$ cat src/hw/tmr_oc_cfg.svh
// Constants for the timer output compare block: offsets, fields, resets.
`ifndef TMR_OC_CFG_SVH
`define TMR_OC_CFG_SVH
// ----------------------------------------------------------------
// Register offsets
// ----------------------------------------------------------------
`define OFS_PER_EN 4'h0
`define OFS_MODE 4'h1
`define OFS_CTRL 4'h2
`define OFS_PIN_IO 4'h3
`define OFS_GRA_LO 4'h4
`define OFS_GRA_HI 4'h5
`define OFS_GRB_LO 4'h6
`define OFS_GRB_HI 4'h7
`define OFS_CNT_LO 4'h8
`define OFS_CNT_HI 4'h9
`define OFS_IRQ_MASK 4'hA
`define OFS_IRQ_STAT 4'hB
`define OFS_EVT_MASK 4'hC
// ----------------------------------------------------------------
// Field positions
// ----------------------------------------------------------------
`define BIT_CLOCK_GATE 6
`define BIT_COUNT_RUN 7
`define BIT_PWM 0
`define BIT_IRQ_MASK 3
`define BIT_CLR_LO 5
`define BIT_PIN_A_LO 0
`define BIT_PIN_A_FN 2
`define BIT_PIN_B_LO 4
`define BIT_PIN_B_FN 6
// ----------------------------------------------------------------
// Reset values
// ----------------------------------------------------------------
`define RST_IRQ_MASK 8'hFF
`define RST_REG8 8'h00
`define RST_REG16 16'h0000
`define RST_EVT_MASK 8'h03
`endif

$ cat src/hw/tmr_oc_pkg.sv
// Types for the timer output compare block.
package tmr_oc_pkg;
    typedef enum logic [1:0] {
        CLR_NONE = 2'h0,
        CLR_ON_A = 2'h1,
        CLR_ON_B = 2'h2,
        CLR_BAD = 2'h3
    } clr_src_e;
    typedef enum logic [1:0] {
        PIN_OFF = 2'h0,
        PIN_LOW = 2'h1,
        PIN_HIGH = 2'h2,
        PIN_TOGGLE = 2'h3
    } pin_code_e;
    typedef struct packed {
        logic [3:0] addr;
        logic [7:0] wdata;
        logic wr;
        logic rd;
    } bus_req_s;
endpackage

$ cat src/hw/timer_output_compare.sv
// Timer output compare top: registers, counter, interrupt.
//
// Added by the designer: the register addresses and the strobed register port.
`timescale 1ns/1ps
`include "tmr_oc_cfg.svh"
module timer_output_compare (
    input wire logic REF_CLK_I,
    input wire logic RST_I,
    input wire logic [3:0] ADDR_I,
    input wire logic [7:0] WDATA_I,
    input wire logic WR_I,
    input wire logic RD_I,
    output logic [7:0] RDATA_O,
    output logic COMPARE_PIN_A_O,
    output logic COMPARE_PIN_B_O,
    output logic TIMER_IRQ_O
);
    // ----------------------------------------------------------------
    // Register bus
    // ----------------------------------------------------------------
    tmr_oc_pkg::bus_req_s req;
    assign req = '{addr: ADDR_I, wdata: WDATA_I, wr: WR_I, rd: RD_I};
    logic [7:0] per_en_ff, mode_ff, ctrl_ff, pin_io_ff, irq_mask_ff;
    logic [7:0] stat_ff, evt_mask_ff, rdata_ff;
    logic [15:0] gra_ff, grb_ff, cnt_ff;
    logic [7:0] gra_lo_ff, grb_lo_ff;
    wire gate_on = per_en_ff[`BIT_CLOCK_GATE];
    // Gate off holds every timer register but per_en_ff and irq_mask_ff in reset and drops writes to them.
    wire hold = RST_I | ~gate_on;
    wire tmr_wr = req.wr & gate_on;
    wire run = mode_ff[`BIT_COUNT_RUN];
    wire pwm = mode_ff[`BIT_PWM];
    wire wr_per = req.wr & (req.addr == `OFS_PER_EN);
    wire wr_mode = tmr_wr & (req.addr == `OFS_MODE);
    wire wr_ctrl = tmr_wr & (req.addr == `OFS_CTRL);
    // Pin control is only taken while the counter is stopped.
    wire wr_pio = tmr_wr & (req.addr == `OFS_PIN_IO) & ~run;
    wire wr_gral = tmr_wr & (req.addr == `OFS_GRA_LO);
    wire wr_grah = tmr_wr & (req.addr == `OFS_GRA_HI);
    wire wr_grbl = tmr_wr & (req.addr == `OFS_GRB_LO);
    wire wr_grbh = tmr_wr & (req.addr == `OFS_GRB_HI);
    wire wr_cntl = tmr_wr & (req.addr == `OFS_CNT_LO);
    wire wr_cnth = tmr_wr & (req.addr == `OFS_CNT_HI);
    wire wr_imsk = req.wr & (req.addr == `OFS_IRQ_MASK);
    wire wr_stat = tmr_wr & (req.addr == `OFS_IRQ_STAT);
    wire wr_emsk = tmr_wr & (req.addr == `OFS_EVT_MASK);
    // ----------------------------------------------------------------
    // Compare channels
    // ----------------------------------------------------------------
    logic match_a, match_b;
    compare_channel u_chan_a (
        .clk_i(REF_CLK_I),
        .hold_i(hold),
        .count_i(cnt_ff),
        .compare_i(gra_ff),
        .capture_fn_i(pin_io_ff[`BIT_PIN_A_FN]),
        .pwm_i(pwm),
        .code_i(pin_io_ff[`BIT_PIN_A_LO +: 2]),
        .match_o(match_a),
        .pin_o(COMPARE_PIN_A_O)
    );
    compare_channel u_chan_b (
        .clk_i(REF_CLK_I),
        .hold_i(hold),
        .count_i(cnt_ff),
        .compare_i(grb_ff),
        .capture_fn_i(pin_io_ff[`BIT_PIN_B_FN]),
        .pwm_i(pwm),
        .code_i(pin_io_ff[`BIT_PIN_B_LO +: 2]),
        .match_o(match_b),
        .pin_o(COMPARE_PIN_B_O)
    );
    // ----------------------------------------------------------------
    // Counter
    // ----------------------------------------------------------------
    wire tmr_oc_pkg::clr_src_e clr_src = tmr_oc_pkg::clr_src_e'(ctrl_ff[`BIT_CLR_LO +: 2]);
    wire clr_hit = (clr_src == tmr_oc_pkg::CLR_ON_A & match_a) |
                   (clr_src == tmr_oc_pkg::CLR_ON_B & match_b);
    logic [15:0] nxt_cnt;
    always_comb begin
        nxt_cnt = cnt_ff;
        if (wr_cntl) begin
            nxt_cnt = {cnt_ff[15:8], req.wdata};
        end else if (wr_cnth) begin
            nxt_cnt = {req.wdata, cnt_ff[7:0]};
        end else if (run) begin
            // A clear lands on zero in place of the increment.
            if (clr_hit) begin
                nxt_cnt = 16'h0000;
            end else begin
                nxt_cnt = cnt_ff + 16'h0001;
            end
        end
    end
    // ----------------------------------------------------------------
    // Interrupt status: bit 0 match A, bit 1 match B
    // ----------------------------------------------------------------
    wire [7:0] evt = {6'h00, match_b & run, match_a & run};
    // Set wins over a write-one clear in the same cycle.
    wire [7:0] nxt_stat = (stat_ff & ~(wr_stat ? req.wdata : 8'h00)) | evt;
    assign TIMER_IRQ_O = |(stat_ff & evt_mask_ff) & ~irq_mask_ff[`BIT_IRQ_MASK];
    // ----------------------------------------------------------------
    // Registers
    // ----------------------------------------------------------------
    always_ff @(posedge REF_CLK_I) begin
        if (RST_I) begin
            per_en_ff <= `RST_REG8;
            irq_mask_ff <= `RST_IRQ_MASK;
        end else begin
            if (wr_per) begin
                per_en_ff <= req.wdata;
            end
            if (wr_imsk) begin
                irq_mask_ff <= req.wdata;
            end
        end
    end
    always_ff @(posedge REF_CLK_I) begin
        if (hold) begin
            mode_ff <= `RST_REG8;
            ctrl_ff <= `RST_REG8;
            pin_io_ff <= `RST_REG8;
            stat_ff <= `RST_REG8;
            evt_mask_ff <= `RST_EVT_MASK;
            gra_ff <= 16'hFFFF;
            grb_ff <= 16'hFFFF;
            gra_lo_ff <= `RST_REG8;
            grb_lo_ff <= `RST_REG8;
            cnt_ff <= `RST_REG16;
        end else begin
            if (wr_mode) mode_ff <= req.wdata;
            if (wr_ctrl) ctrl_ff <= req.wdata;
            if (wr_pio) pin_io_ff <= req.wdata;
            if (wr_emsk) evt_mask_ff <= req.wdata;
            if (wr_gral) gra_lo_ff <= req.wdata;
            if (wr_grbl) grb_lo_ff <= req.wdata;
            // The low byte is staged so a 16-bit compare value changes at once.
            if (wr_grah) gra_ff <= {req.wdata, gra_lo_ff};
            if (wr_grbh) grb_ff <= {req.wdata, grb_lo_ff};
            stat_ff <= nxt_stat;
            cnt_ff <= nxt_cnt;
        end
    end
    // ----------------------------------------------------------------
    // Read data, one cycle after the strobe
    // ----------------------------------------------------------------
    logic [7:0] rd_mux;
    always_comb begin
        case (req.addr)
            `OFS_PER_EN: rd_mux = per_en_ff;
            `OFS_MODE: rd_mux = mode_ff;
            `OFS_CTRL: rd_mux = ctrl_ff;
            `OFS_PIN_IO: rd_mux = pin_io_ff;
            `OFS_GRA_LO: rd_mux = gra_ff[7:0];
            `OFS_GRA_HI: rd_mux = gra_ff[15:8];
            `OFS_GRB_LO: rd_mux = grb_ff[7:0];
            `OFS_GRB_HI: rd_mux = grb_ff[15:8];
            `OFS_CNT_LO: rd_mux = cnt_ff[7:0];
            `OFS_CNT_HI: rd_mux = cnt_ff[15:8];
            `OFS_IRQ_MASK: rd_mux = irq_mask_ff;
            `OFS_IRQ_STAT: rd_mux = stat_ff;
            `OFS_EVT_MASK: rd_mux = evt_mask_ff;
            default: rd_mux = 8'h00;
        endcase
    end
    always_ff @(posedge REF_CLK_I) begin
        if (RST_I) begin
            rdata_ff <= 8'h00;
        end else begin
            rdata_ff <= req.rd ? rd_mux : 8'h00;
        end
    end
    assign RDATA_O = rdata_ff;
    // ----------------------------------------------------------------
    // Checks
    // ----------------------------------------------------------------
    AST_HOLD: assert property (@(posedge REF_CLK_I) disable iff (RST_I)
        !gate_on |=> (cnt_ff == 16'h0000) && (mode_ff == 8'h00))
        else $error("Timer not held while gate off");
    AST_STOP: assert property (@(posedge REF_CLK_I) disable iff (RST_I)
        (!run && !wr_cntl && !wr_cnth && gate_on && !wr_per) |=> $stable(cnt_ff))
        else $error("Counter moved while stopped");
    AST_INC: assert property (@(posedge REF_CLK_I) disable iff (RST_I)
        (run && gate_on && !clr_hit && !wr_cntl && !wr_cnth && !wr_per)
        |=> cnt_ff == $past(cnt_ff) + 16'h0001)
        else $error("Counter did not increment");
    AST_CLR: assert property (@(posedge REF_CLK_I) disable iff (RST_I)
        (run && clr_hit && gate_on && !wr_cntl && !wr_cnth && !wr_per)
        |=> cnt_ff == 16'h0000)
        else $error("Counter not cleared on match");
    AST_TOG: assert property (@(posedge REF_CLK_I) disable iff (RST_I)
        (match_b && gate_on && !wr_per && pin_io_ff[5:4] == 2'h3)
        |=> COMPARE_PIN_B_O != $past(COMPARE_PIN_B_O))
        else $error("Pin B did not toggle");
    AST_LEVEL: assert property (@(posedge REF_CLK_I) disable iff (RST_I)
        (match_a && gate_on && !wr_per && pin_io_ff[1:0] == 2'h2)
        |=> COMPARE_PIN_A_O)
        else $error("Pin A not high after match");
    AST_MATCH: assert property (@(posedge REF_CLK_I) disable iff (RST_I)
        (gate_on && !pwm && !pin_io_ff[6] && cnt_ff == grb_ff) |-> match_b)
        else $error("Match B missed");
    AST_MASK: assert property (@(posedge REF_CLK_I) disable iff (RST_I)
        irq_mask_ff[3] |-> !TIMER_IRQ_O)
        else $error("Interrupt passed while masked");
    AST_PIO: assert property (@(posedge REF_CLK_I) disable iff (RST_I)
        (run && gate_on && !wr_per) |=> $stable(pin_io_ff))
        else $error("Pin control changed while running");
    AST_IDLE: assert property (@(posedge REF_CLK_I) disable iff (RST_I)
        (gate_on && !u_chan_a.seen_ff && !match_a && pin_io_ff[1:0] == 2'h1 && !wr_per)
        |=> COMPARE_PIN_A_O)
        else $error("Idle level wrong");
endmodule

$ cat src/hw/compare_channel.sv
// One output compare channel: match detection and pin level.
`timescale 1ns/1ps
`include "tmr_oc_cfg.svh"
module compare_channel (
    input wire logic clk_i,
    input wire logic hold_i,
    input wire logic [15:0] count_i,
    input wire logic [15:0] compare_i,
    input wire logic capture_fn_i,
    input wire logic pwm_i,
    input wire logic [1:0] code_i,
    output logic match_o,
    output logic pin_o
);
    logic pin_ff;
    logic nxt_pin;
    logic seen_ff;
    wire compare_mode = ~capture_fn_i & ~pwm_i;
    assign match_o = compare_mode & (count_i == compare_i);
    wire tmr_oc_pkg::pin_code_e code = tmr_oc_pkg::pin_code_e'(code_i);
    // Before the first match the idle level follows the code.
    wire idle_lvl = (code == tmr_oc_pkg::PIN_LOW);
    always_comb begin
        nxt_pin = pin_ff;
        if (match_o) begin
            case (code)
                tmr_oc_pkg::PIN_LOW: nxt_pin = 1'b0;
                tmr_oc_pkg::PIN_HIGH: nxt_pin = 1'b1;
                tmr_oc_pkg::PIN_TOGGLE: nxt_pin = ~pin_ff;
                default: nxt_pin = pin_ff;
            endcase
        end else if (!seen_ff) begin
            nxt_pin = idle_lvl;
        end
    end
    always_ff @(posedge clk_i) begin
        if (hold_i) begin
            pin_ff <= 1'b0;
            seen_ff <= 1'b0;
        end else begin
            pin_ff <= nxt_pin;
            seen_ff <= seen_ff | (match_o & (code != tmr_oc_pkg::PIN_OFF));
        end
    end
    assign pin_o = pin_ff;
endmodule

$ cat config.mk
export PLATFORM = sky130hd
export DESIGN_NAME = timer_output_compare
export DESIGN_NICKNAME = d
export VERILOG_FILES = /design/src/hw/tmr_oc_pkg.sv /design/src/hw/timer_output_compare.sv /design/src/hw/compare_channel.sv
export VERILOG_INCLUDE_DIRS = /design/src /design/src/hw
export SDC_FILE = /design/constraint.sdc
export NUM_CORES = 1
export LEC_CHECK = 0
export BUFFER_PORTS_ARGS = -buffer_cell sky130_fd_sc_hd__buf_2
export CORE_MARGIN = 5
export CORE_UTILIZATION = 35
export CTS_CLUSTER_SIZE = 16
export DETAILED_ROUTE_END_ITERATION = 8
export PLACE_DENSITY = 0.47
export REMOVE_ABC_BUFFERS = 1
export SLEW_MARGIN = 20
export SYNTH_ARGS = -nofsm -noshare
export SYNTH_HDL_FRONTEND = slang
export SYNTH_SLANG_ARGS = --single-unit
$ cat constraint.sdc
create_clock -name REF_CLK_I -period 2.2 [get_ports REF_CLK_I]
set_input_delay 0 -clock REF_CLK_I [delete_from_list [all_inputs] [get_ports REF_CLK_I]]
set_output_delay 0 -clock REF_CLK_I [all_outputs]
set_load 0.02 [all_outputs]
==> metrics.txt, run 1 <==
io pins 27; WS Path Type flip-flop to flip-flop; Total GRT Usage 23.3%; GPL Wtd Cong 0.961; syn avg cell area 8.27 sq um; Yosys warning total 0; layout net count 881; power share of the combinational group 5.8%; Mapped Cells 810; initial antenna violation count 0; Final Cycle Share 94.4%; Mapped Area 6700 sq um; CP max-delay cell or4_4; critical path's top delay family simple AND/OR/NAND/NOR gates; CP endpoint kind flip-flop; Worst path max stage delay 490 ps; FFs w/ async S/R, synth 0%; type of origin of the critical path flip-flop; status completed; Synth Area in Compound Gates 14.9%; fraction of the mapped netlist area in simple logic gates 23.6%; Antenna Cells 0; DR vias/cell 5.81; clock period minus worst slack 2080 ps; Post-synth EDFFs 0; HP Class input port to flip-flop; critical path endpoint u_chan_b.pin_o; endpoints failing setup 0; Final Hold Viols 0; RR Startpoint grb_ff[7]; R2R Setup Slk 120 ps; dpl hpwl 18000 microns; post-synthesis sequential area ratio 39.5%; distinct cell type count after synthesis 63; DIE HEIGHT 148 microns; DIE WIDTH 148 microns; Max FO, Critical Path 3; P_int 4.17 mW; maximum capacitance violations 0; IO Port Bufs 26; cells along the critical path xor2_1 -> or4_4 -> nor4_4 -> buf_4 -> nand2_1 -> a211oi_1 -> a211oi_1; f_max 0.482 GHz; reg2reg end u_chan_b.pin_o; Sw Share 24.3%; largest net degree at the start of global routing 30; RSZ-0062 raised after global routing no; Sink Count 132; PD cells 694 nW/um^2; CP Buf/Inv Count 1; R2R cell count 7; slew of the pin with the lowest slew margin 593 ps; Starting DRT DRC Count 821; DR pass1 iterations 5; DRC 0; hold_sp WDATA_I[5]; proportion of synthesized area in mux cells 11.7%; Rel. slew slack 60.5%; VDD IR max 497 uV; Worst Path Arrival 2390 ps; number of global-route vias before repair 6292; Yosys reg bits 132; largest family of logic cells by synthesized area simple AND/OR/NAND/NOR gates; first-pass GRT wire length 38600 microns; cell seen most often among critical-path stages a211oi_1; pins over their slew limit 0; Layout area overhead 18.5%; WL per Instance 22.9 microns; Most used DFF post-synth dfxtp_1; Post-CTS Setup Repair Bufs 0; TritonCTS clock tree done; Leakage 3.25 nW; hold_ws 41.4 ps; H-tree Lvls 4; TritonCTS buffer count 17; Clock Skews 12.7 ps; final wirelength 25200 microns; post-synthesis xor/xnor area fraction 4.05%; Core Rows 50; via count 6407; Worst Path Required 2510 ps; setup TNS 0 ps; Clk pwr share 50.5%; die area 22000 sq um; clock slew at reported path FFs 60 ps; register share of total power 43.7%; clk_lat worst skew 430 ps; Psw 1.34 mW; gr ovfl total 0; wire length on met2 11000 microns; share of layout cells above drive strength 1 16.7%; Crit. Startpoint grb_ff[7]; logic depth of the worst setup path including buffers 7; Design Power 5.51 mW; metal3 WL 1910 microns; Core Box Area 18800 sq um; top routing layer used met4; Max clock buf depth 2; Final ANT Viol Nets 0; Post-Synth Adder-Cell Area 1.68%; WL met1 11400 microns; clk root buf clkbuf_16; Initial Util 35.7%
state kept, by name (all words and copies together) (netlist names):
signal,flops
cnt_ff,16
u_chan_b.pin_o,1
ctrl_ff,8
gra_lo_ff,8
pin_io_ff,8
evt_mask_ff,8
per_en_ff,8
irq_mask_ff,8
gra_ff,16
RDATA_O,8
grb_ff,16
u_chan_b.seen_ff,1
stat_ff,8
u_chan_a.seen_ff,1
mode_ff,8
u_chan_a.pin_o,1
grb_lo_ff,8
worst reg2reg max path, stage by stage, from the launching register on:
cell and delay [ps]:
dfxtp_1 320, xor2_1 160, or4_4 490, nor4_4 370, buf_4 180, nand2_1 120, a211oi_1 260, a211oi_1 70
power groups by stage:
stage / Sequential (mW) / Combinational [mW] / Clock (mW)
after floorplan: 2.47 / 0.111 / 0
after global routing: 2.41 / 0.333 / 2.93
after CTS: 2.41 / 0.311 / 2.82
after detailed placement: 2.46 / 0.309 / 0
final: 2.41 / 0.318 / 2.78
after global placement: 2.46 / 0.310 / 0
routing by layer:
layer | track usage (%) | vias up
met3 | 4.72 | 53
met1 | 32.5 | 3107
li1 | - | 2960
met5 | 0 | -
met4 | 9.24 | 0
met2 | 35.2 | 287
through the flow:
stage	area, sq um	util [%]	std cells	worst slack (ps)
finish	7930	42.3	1102	124
global route	7930	42.3	1102	44.5
CTS	7920	42.2	1102	73.9
detailed placement	7340	39.1	1070	80.9
global placement	7340	39.1	1070	90.0
floorplan	6420	-	744	-436
worst min path at each step:
stage,end,slack [ps],cells past startpoint
after global placement,RDATA_O[1],420,1
after CTS,stat_ff[7],20,2
after floorplan,per_en_ff[0],70,1
after global routing,stat_ff[7],20,2
after detailed placement,RDATA_O[0],420,1
final,stat_ff[5],40,2
area by class of cell:
| cell class | instances | area [sq um] |
|---|---|---|
| timing repair buffer | 93 | 636 |
| fill | 1885 | 10800 |
| multi-input combinational | 604 | 3760 |
| sequential | 132 | 2650 |
| clock buffer | 19 | 433 |
| inverter | 8 | 30.0 |
| clock inverter | 12 | 130 |
| tap | 234 | 293 |
layout by cell type, fill, tap and decap left out, types with 23 or more instances in the layout:
| cell type | count |
|---|---|
| nand2_1 | 121 |
| nor2_1 | 80 |
| a22oi_1 | 23 |
| xnor2_1 | 26 |
| nand3_1 | 67 |
| buf_2 | 26 |
| dfxtp_1 | 129 |
| mux2i_1 | 66 |
| a21oi_1 | 45 |
| buf_4 | 66 |
synthesized netlist by cell type (3+ instances only):
master      n  area share (%)
o22ai_1    12             1.1
inv_1       8            0.45
mux2_2      7             1.2
nor2_1     80             4.5
buf_2      15             1.1
nor3b_1     3            0.34
a21oi_1    45             3.4
xnor2_1    26             3.4
nand2b_1    8            0.75
nand4_1    10            0.93
nor2b_1     8            0.75
o21ai_0    15             1.1
and3_1     10            0.93
nor3_1     10            0.75
clkbuf_1   44             2.5
a22oi_1    23             2.6
a31oi_1     9            0.84
buf_1       3            0.17
ha_1        9             1.7
nand3b_1    9             1.0
o221ai_1    4            0.52
a221oi_1    3            0.39
xor2_1      5            0.65
o21a_1      4            0.45
mux2i_1    66             9.9
a41oi_1     3            0.39
a211oi_1    6            0.67
dfxtp_1   132              39
nand2_1   121             6.8
nand3_1    67             5.0
kinds of logic (layout without fill, tap and decap cells):
family | count (synthesis) | count (layout)
simple gates | 340 | 340
fa+ha+maj | 9 | 9
compound gates | 149 | 149
mux | 75 | 75
xor+xnor | 31 | 31
flops | 132 | 132
buf+inv | 74 | 132
what timing repair did:
action                                 in CTS  in global routing
hold buffers                                1                  0
setup endpoints to repair                   0                  3
endpoints found under the hold margin       8                  0
resized for setup                           0                  4
(Power assumes the default switching activity.)
==> inputs of run 2 (changes only) <==
ABC_AREA = 1   (was default)
==> metrics.txt, run 2 <==
distinct cell type count after synthesis 43 (-32%); Design Power 5.68 mW (+3.2%); reg2reg end cnt_ff[11]; dpl cells 1251 (+17%); post-synth top area share 39.0% (-0.51 points); final wirelength 25500 microns (+1.0%); DP Worst Slack 374 ps (+293 ps); Top Registers cnt_ff x16, gra_ff x16, grb_ff x16; die area 22300 sq um (+1.2%); syn avg cell area 6.88 sq um (-17%); WS Path Type flip-flop to flip-flop; RR Startpoint cnt_ff[11]; Cell Area, Placed 7180 sq um (-2.2%); Starting DRT DRC Count 618 (-25%); Clock Skews 10.1 ps (-2.58 ps); Sink Count 132 (unchanged); DRC 0 (unchanged); PD cells 726 nW/um^2 (+4.6%); Leakage 3.26 nW (+0.37%); endpoints failing setup 0 (unchanged); Crit. Startpoint cnt_ff[11]; WL per Instance 19.8 microns (-13%); slew of the pin with the lowest slew margin 685 ps (+92.5 ps); FFs w/ async S/R, synth 0% (unchanged); Final WS setup 332 ps (+208 ps); via count 6719 (+4.9%); clock period minus worst slack 1870 ps (-208 ps); DR vias/cell 5.22 (-10%); first-pass GRT wire length 38900 microns (+0.77%); Final Hold Viols 0 (unchanged); IO Port Bufs 26 (unchanged); hold_ws 26.7 ps (-14.7 ps); status completed; Final Cycle Share 84.9% (-9.5 points); design area 7830 sq um (-1.3%); Post-CTS Hold Buffers 3 (+2); Worst Path Arrival 2190 ps (-200 ps); Initial Util 35.2% (-0.48 points); R2R cell count 7 (unchanged); Total GRT Usage 23.2% (-0.070 points); dpl hpwl 18000 microns (+0.13%); Mapped Cells 986 (+22%); Max clock buf depth 2 (unchanged); Post-synth EDFFs 0 (unchanged); TritonCTS clock tree done; io pins 27 (unchanged); Mapped Area 6780 sq um (+1.3%); commonest non-fill, non-tap cell in the layout nand2_1; Post-CTS Setup Repair Bufs 0 (unchanged); type of origin of the critical path flip-flop; critical path endpoint cnt_ff[11]; Layout area overhead 15.4%; Yosys reg bits 132 (unchanged); GPL Wtd Cong 0.864 (-10%); area occupied by multi-input gates 3520 sq um (-6.6%); fin cells 1286 (+17%); most frequent cells after synthesis nand2_1, dfxtp_1, a21oi_1; TritonCTS buffer count 17 (unchanged); initial antenna violation count 0 (unchanged); fillers 2104 (+12%); gr ovfl total 0 (unchanged); CP endpoint kind flip-flop; most common cell in the netlist nand2_1; DIE HEIGHT 149 microns (+0.61%); DR pass1 iterations 5 (unchanged); commonest cells after routing, fill and taps aside nand2_1, dfxtp_1, a21oi_1; post-synthesis sequential area ratio 39.0% (-0.51 points); largest net degree at the start of global routing 72 (+140%); number of global-route vias before repair 6277 (-0.24%); Antenna Cells 0 (unchanged); Core Box Area 19300 sq um (+2.7%); f_max 0.535 GHz (+11%); layout net count 1033 (+17%); synth top area cells dfxtp_1, nand2_1, a21oi_1; share of layout cells above drive strength 1 11.7% (-5.0 points); RSZ-0062 raised after global routing no; Most used DFF post-synth dfxtp_1; clock slew at reported path FFs 60 ps (about the same); post_cts resized 0 (unchanged); VDD IR max 474 uV (-4.7%); Max FO, Critical Path 16 (+13); Worst Path Required 2520 ps (about the same); H-tree Lvls 4 (unchanged); Rel. slew slack 54.3% (-6.2 points); HP Class input port to flip-flop; pins over their slew limit 0 (unchanged); clk_lat worst skew 430 ps (about the same); maximum capacitance violations 0 (unchanged); clk root buf clkbuf_16; R2R Setup Slk 330 ps (+210 ps); DIE WIDTH 149 microns (+0.61%); post-synth top area cell dfxtp_1; Yosys warning total 0 (unchanged); Core Rows 51 (+2.0%); register area 2640 sq um (-0.14%); Final ANT Viol Nets 0 (unchanged)
==> run 2: where the power goes <==
group / switching [mW] / internal [mW]
sequential: 0.00418 / 2.40
clock: 1.24 / 1.81
combinational: 0.174 / 0.0496
==> run 2: area by class of cell <==
type / count / area share [%]
clock inverter: 15 / 2.46
inverter: 114 / 5.50
multi-input combinational: 698 / 44.9
timing repair buffer: 45 / 3.74
tap: 265 / 4.23
sequential: 132 / 33.7
clock buffer: 17 / 5.43
==> run 2: how the worst min path moves through the flow <==
stage / cells after the start / from / slack (ps) / to
floorplan: 1 / RST_I / 70 / per_en_ff[0]
global placement: 2 / RST_I / 340 / per_en_ff[5]
detailed placement: 2 / RST_I / 340 / per_en_ff[4]
CTS: 3 / WDATA_I[0] / 3 / grb_lo_ff[0]
global route: 3 / WDATA_I[0] / 10 / grb_lo_ff[0]
finish: 3 / WDATA_I[0] / 30 / grb_lo_ff[0]
==> run 2: layer usage <==
layer	wire length (microns)	track usage, %
met3	1620	5.32
met5	0	0
met1	12000	32.7
met4	626	7.41
met2	11200	35.1
==> run 2: critical path: stages, from the launching register on <==
cell,delay (ps)
dfxtp_1,520
inv_1,170
nand2_1,90
nand4_1,100
nor2_2,280
nand4_4,340
nand3_1,180
a21oi_1,70
==> run 2: cell families (layout without fill, tap and decap cells) <==
| kind of cell | after synthesis | in the layout | share of synthesized area, % |
|---|---|---|---|
| AO/OA/AOI/OAI | 243 | 243 | 19.9 |
| XOR/XNOR | 10 | 10 | 1.29 |
| adder cells (fa/ha/maj) | 9 | 9 | 1.66 |
| buffers and inverters | 156 | 191 | 9.30 |
| flip-flops | 132 | 132 | 39.0 |
| AND/OR/NAND/NOR | 436 | 436 | 28.9 |
==> run 2: per-stage QoR <==
stage | setup TNS, ps | util, %
6_report | 0 | 40.6
5_1_grt | 0 | 40.6
4_1_cts | 0 | 40.6
3_5_place_dp | 0 | 37.3
3_3_place_gp | 0 | 37.3
2_1_floorplan | -8100 | -
==> inputs of run 3 (changes only) <==
PLACE_DENSITY = 0.49   (was 0.47)
clock period = 1.55 ns   (was 2.2 ns; I/O delays follow)
==> metrics.txt, run 3 (synthesis results as in run 2) <==
status finished, violations left; failing checks setup timing; endpoints failing setup 10 (+10); clk_lat worst skew 430 ps (about the same); TritonCTS clock tree done; gr ovfl total 0 (unchanged); P_int 5.60 mW (+31%); TritonCTS buffer count 17 (unchanged); f_max 0.636 GHz (+19%); clock period minus worst slack 1570 ps (-295 ps); commonest cells after routing, fill and taps aside nand2_1, dfxtp_1, buf_4; Clock Skews 11.2 ps (+1.09 ps); die area 22300 sq um (unchanged); cells along the critical path inv_4 -> nand2_1 -> nand2_1 -> inv_1 -> nand3_2 -> nor2_4 -> nand4_4 -> clkbuf_16 -> nand3_2 -> a21oi_1; Worst Path Required 1870 ps (-650 ps); Total GRT Usage 23.1% (-0.079 points); Final WS setup -23.5 ps (-355 ps); share of layout cells above drive strength 1 26.0% (+14 points); GPL Wtd Cong 0.908 (+5.1%); VDD IR max 711 uV (+50%); Final Cycle Share 102% (+17 points); Top Registers cnt_ff x16, gra_ff x16, grb_ff x16; DP Worst Slack -109 ps (-483 ps); type of origin of the critical path flip-flop; Core Rows 51 (unchanged); Sw Share 26.9% (+1.9 points); commonest non-fill, non-tap cell in the layout nand2_1; DR vias/cell 5.16 (-1.3%); final wirelength 25800 microns (+1.4%); PD cells 861 nW/um^2 (+19%); power share of the combinational group 4.4% (+0.5 points); Starting DRT DRC Count 584 (-5.5%); fillers 2034 (-3.3%); first-pass GRT wire length 38700 microns (-0.39%); Initial Util 35.2% (unchanged); critical path's top delay family simple AND/OR/NAND/NOR gates; via count 7142 (+6.3%); CP Buf/Inv Count 3 (+2); maximum capacitance violations 0 (unchanged); slew of the pin with the lowest slew margin 556 ps (-129 ps); number of global-route vias before repair 6491 (+3.4%); Max FO, Critical Path 8 (-8); pins over their slew limit 0 (unchanged); RSZ-0062 raised after global routing yes; Sink Count 132 (unchanged); largest net degree at the start of global routing 71 (-1.4%); CP max-delay cell dfxtp_4; DRC 0 (unchanged); HP Class input port to flip-flop; Worst path max stage delay 400 ps (-120 ps); dpl hpwl 18500 microns (+2.4%); DIE WIDTH 149 microns (unchanged); Rel. slew slack 62.8% (+8.6 points); Layout area overhead 31.3%; clock slew at reported path FFs 70 ps (about the same); Max clock buf depth 2 (unchanged); DR pass1 iterations 6 (+1); CP endpoint kind flip-flop; WL per Instance 18.6 microns (-5.9%); initial antenna violation count 0 (unchanged); Psw 2.06 mW (+45%); Leakage 3.82 nW (+17%); io pins 27 (unchanged); layout net count 1132 (+9.6%); Final ANT Viol Nets 0 (unchanged); clk root buf clkbuf_16; hold_ws 41.6 ps (+14.9 ps); Clk pwr share 51.2% (-2.5 points); Final Hold Viols 0 (unchanged); area occupied by multi-input gates 3750 sq um (+6.7%); register share of total power 44.4% (+2.1 points); Antenna Cells 0 (unchanged); post-layout util 46.2% (+5.6 points); DIE HEIGHT 149 microns (unchanged); WS Path Type flip-flop to flip-flop; Core Box Area 19300 sq um (unchanged); register area 2680 sq um (+1.4%); Worst Path Arrival 1890 ps (-300 ps); H-tree Lvls 4 (unchanged); IO Port Bufs 26 (unchanged)
[run 3: repair_timing]
action | 4_1_cts | 5_1_grt
pin swaps | 2 | 20
buffers inserted | 0 | 10
endpoints found under the setup margin | 23 | 30
resized for setup | 13 | 79
endpoints found under the hold margin | 7 | 0
cloned | 0 | 2
hold buffers | 3 | 0
[run 3: worst min-delay path, delay by kind of cell]
kind	cells	cell delay, ps
AND/OR/NAND/NOR	2	350
buffers and inverters	1	80
[run 3: layout make-up]
class | instances | share of cell area [%]
Clock buffer | 17 | 4.78
Timing Repair Buffer | 144 | 12.9
Multi-Input combinational cell | 698 | 42.1
Clock inverter | 15 | 1.53
Sequential cell | 132 | 30.1
Tap cell | 265 | 3.72
Inverter | 114 | 4.86
[run 3: final timing paths]
| check | startpoint | endpoint | slack, ps | cells past startpoint |
|---|---|---|---|---|
| min | RD_I | RDATA_O[3] | 40 | 3 |
| max | cnt_ff[1] | cnt_ff[12] | -20 | 10 |
| min reg2reg | per_en_ff[1] | per_en_ff[1] | 450 | 2 |
| max reg2reg | cnt_ff[1] | cnt_ff[12] | -20 | 10 |
[run 3: per-layer routing]
layer | wire length [microns] | global-route usage (%) | vias to the layer above
met5 | 0 | 0 | -
met4 | 373 | 5.72 | 0
met3 | 1470 | 3.19 | 25
met2 | 11900 | 36.3 | 211
met1 | 12100 | 33.5 | 3371
li1 | - | - | 3535
[run 3: metrics by stage]
step | area [sq um] | power (mW) | instances | setup TNS, ps
floorplan | 6580 | 3.62 | 944 | -63150
global placement | 7900 | 3.82 | 1338 | -1500
detailed placement | 7900 | 3.82 | 1338 | -1420
CTS | 8510 | 7.75 | 1373 | -18.2
global route | 8910 | 7.88 | 1385 | -1520
finish | 8910 | 7.66 | 1385 | -139
[run 3: power groups by stage]
stage	clock (mW)	combinational (mW)	sequential, mW
floorplan	0	0.118	3.50
global placement	0	0.328	3.49
detailed placement	0	0.327	3.49
CTS	4.01	0.332	3.41
global route	4.12	0.356	3.40
finish	3.93	0.335	3.40
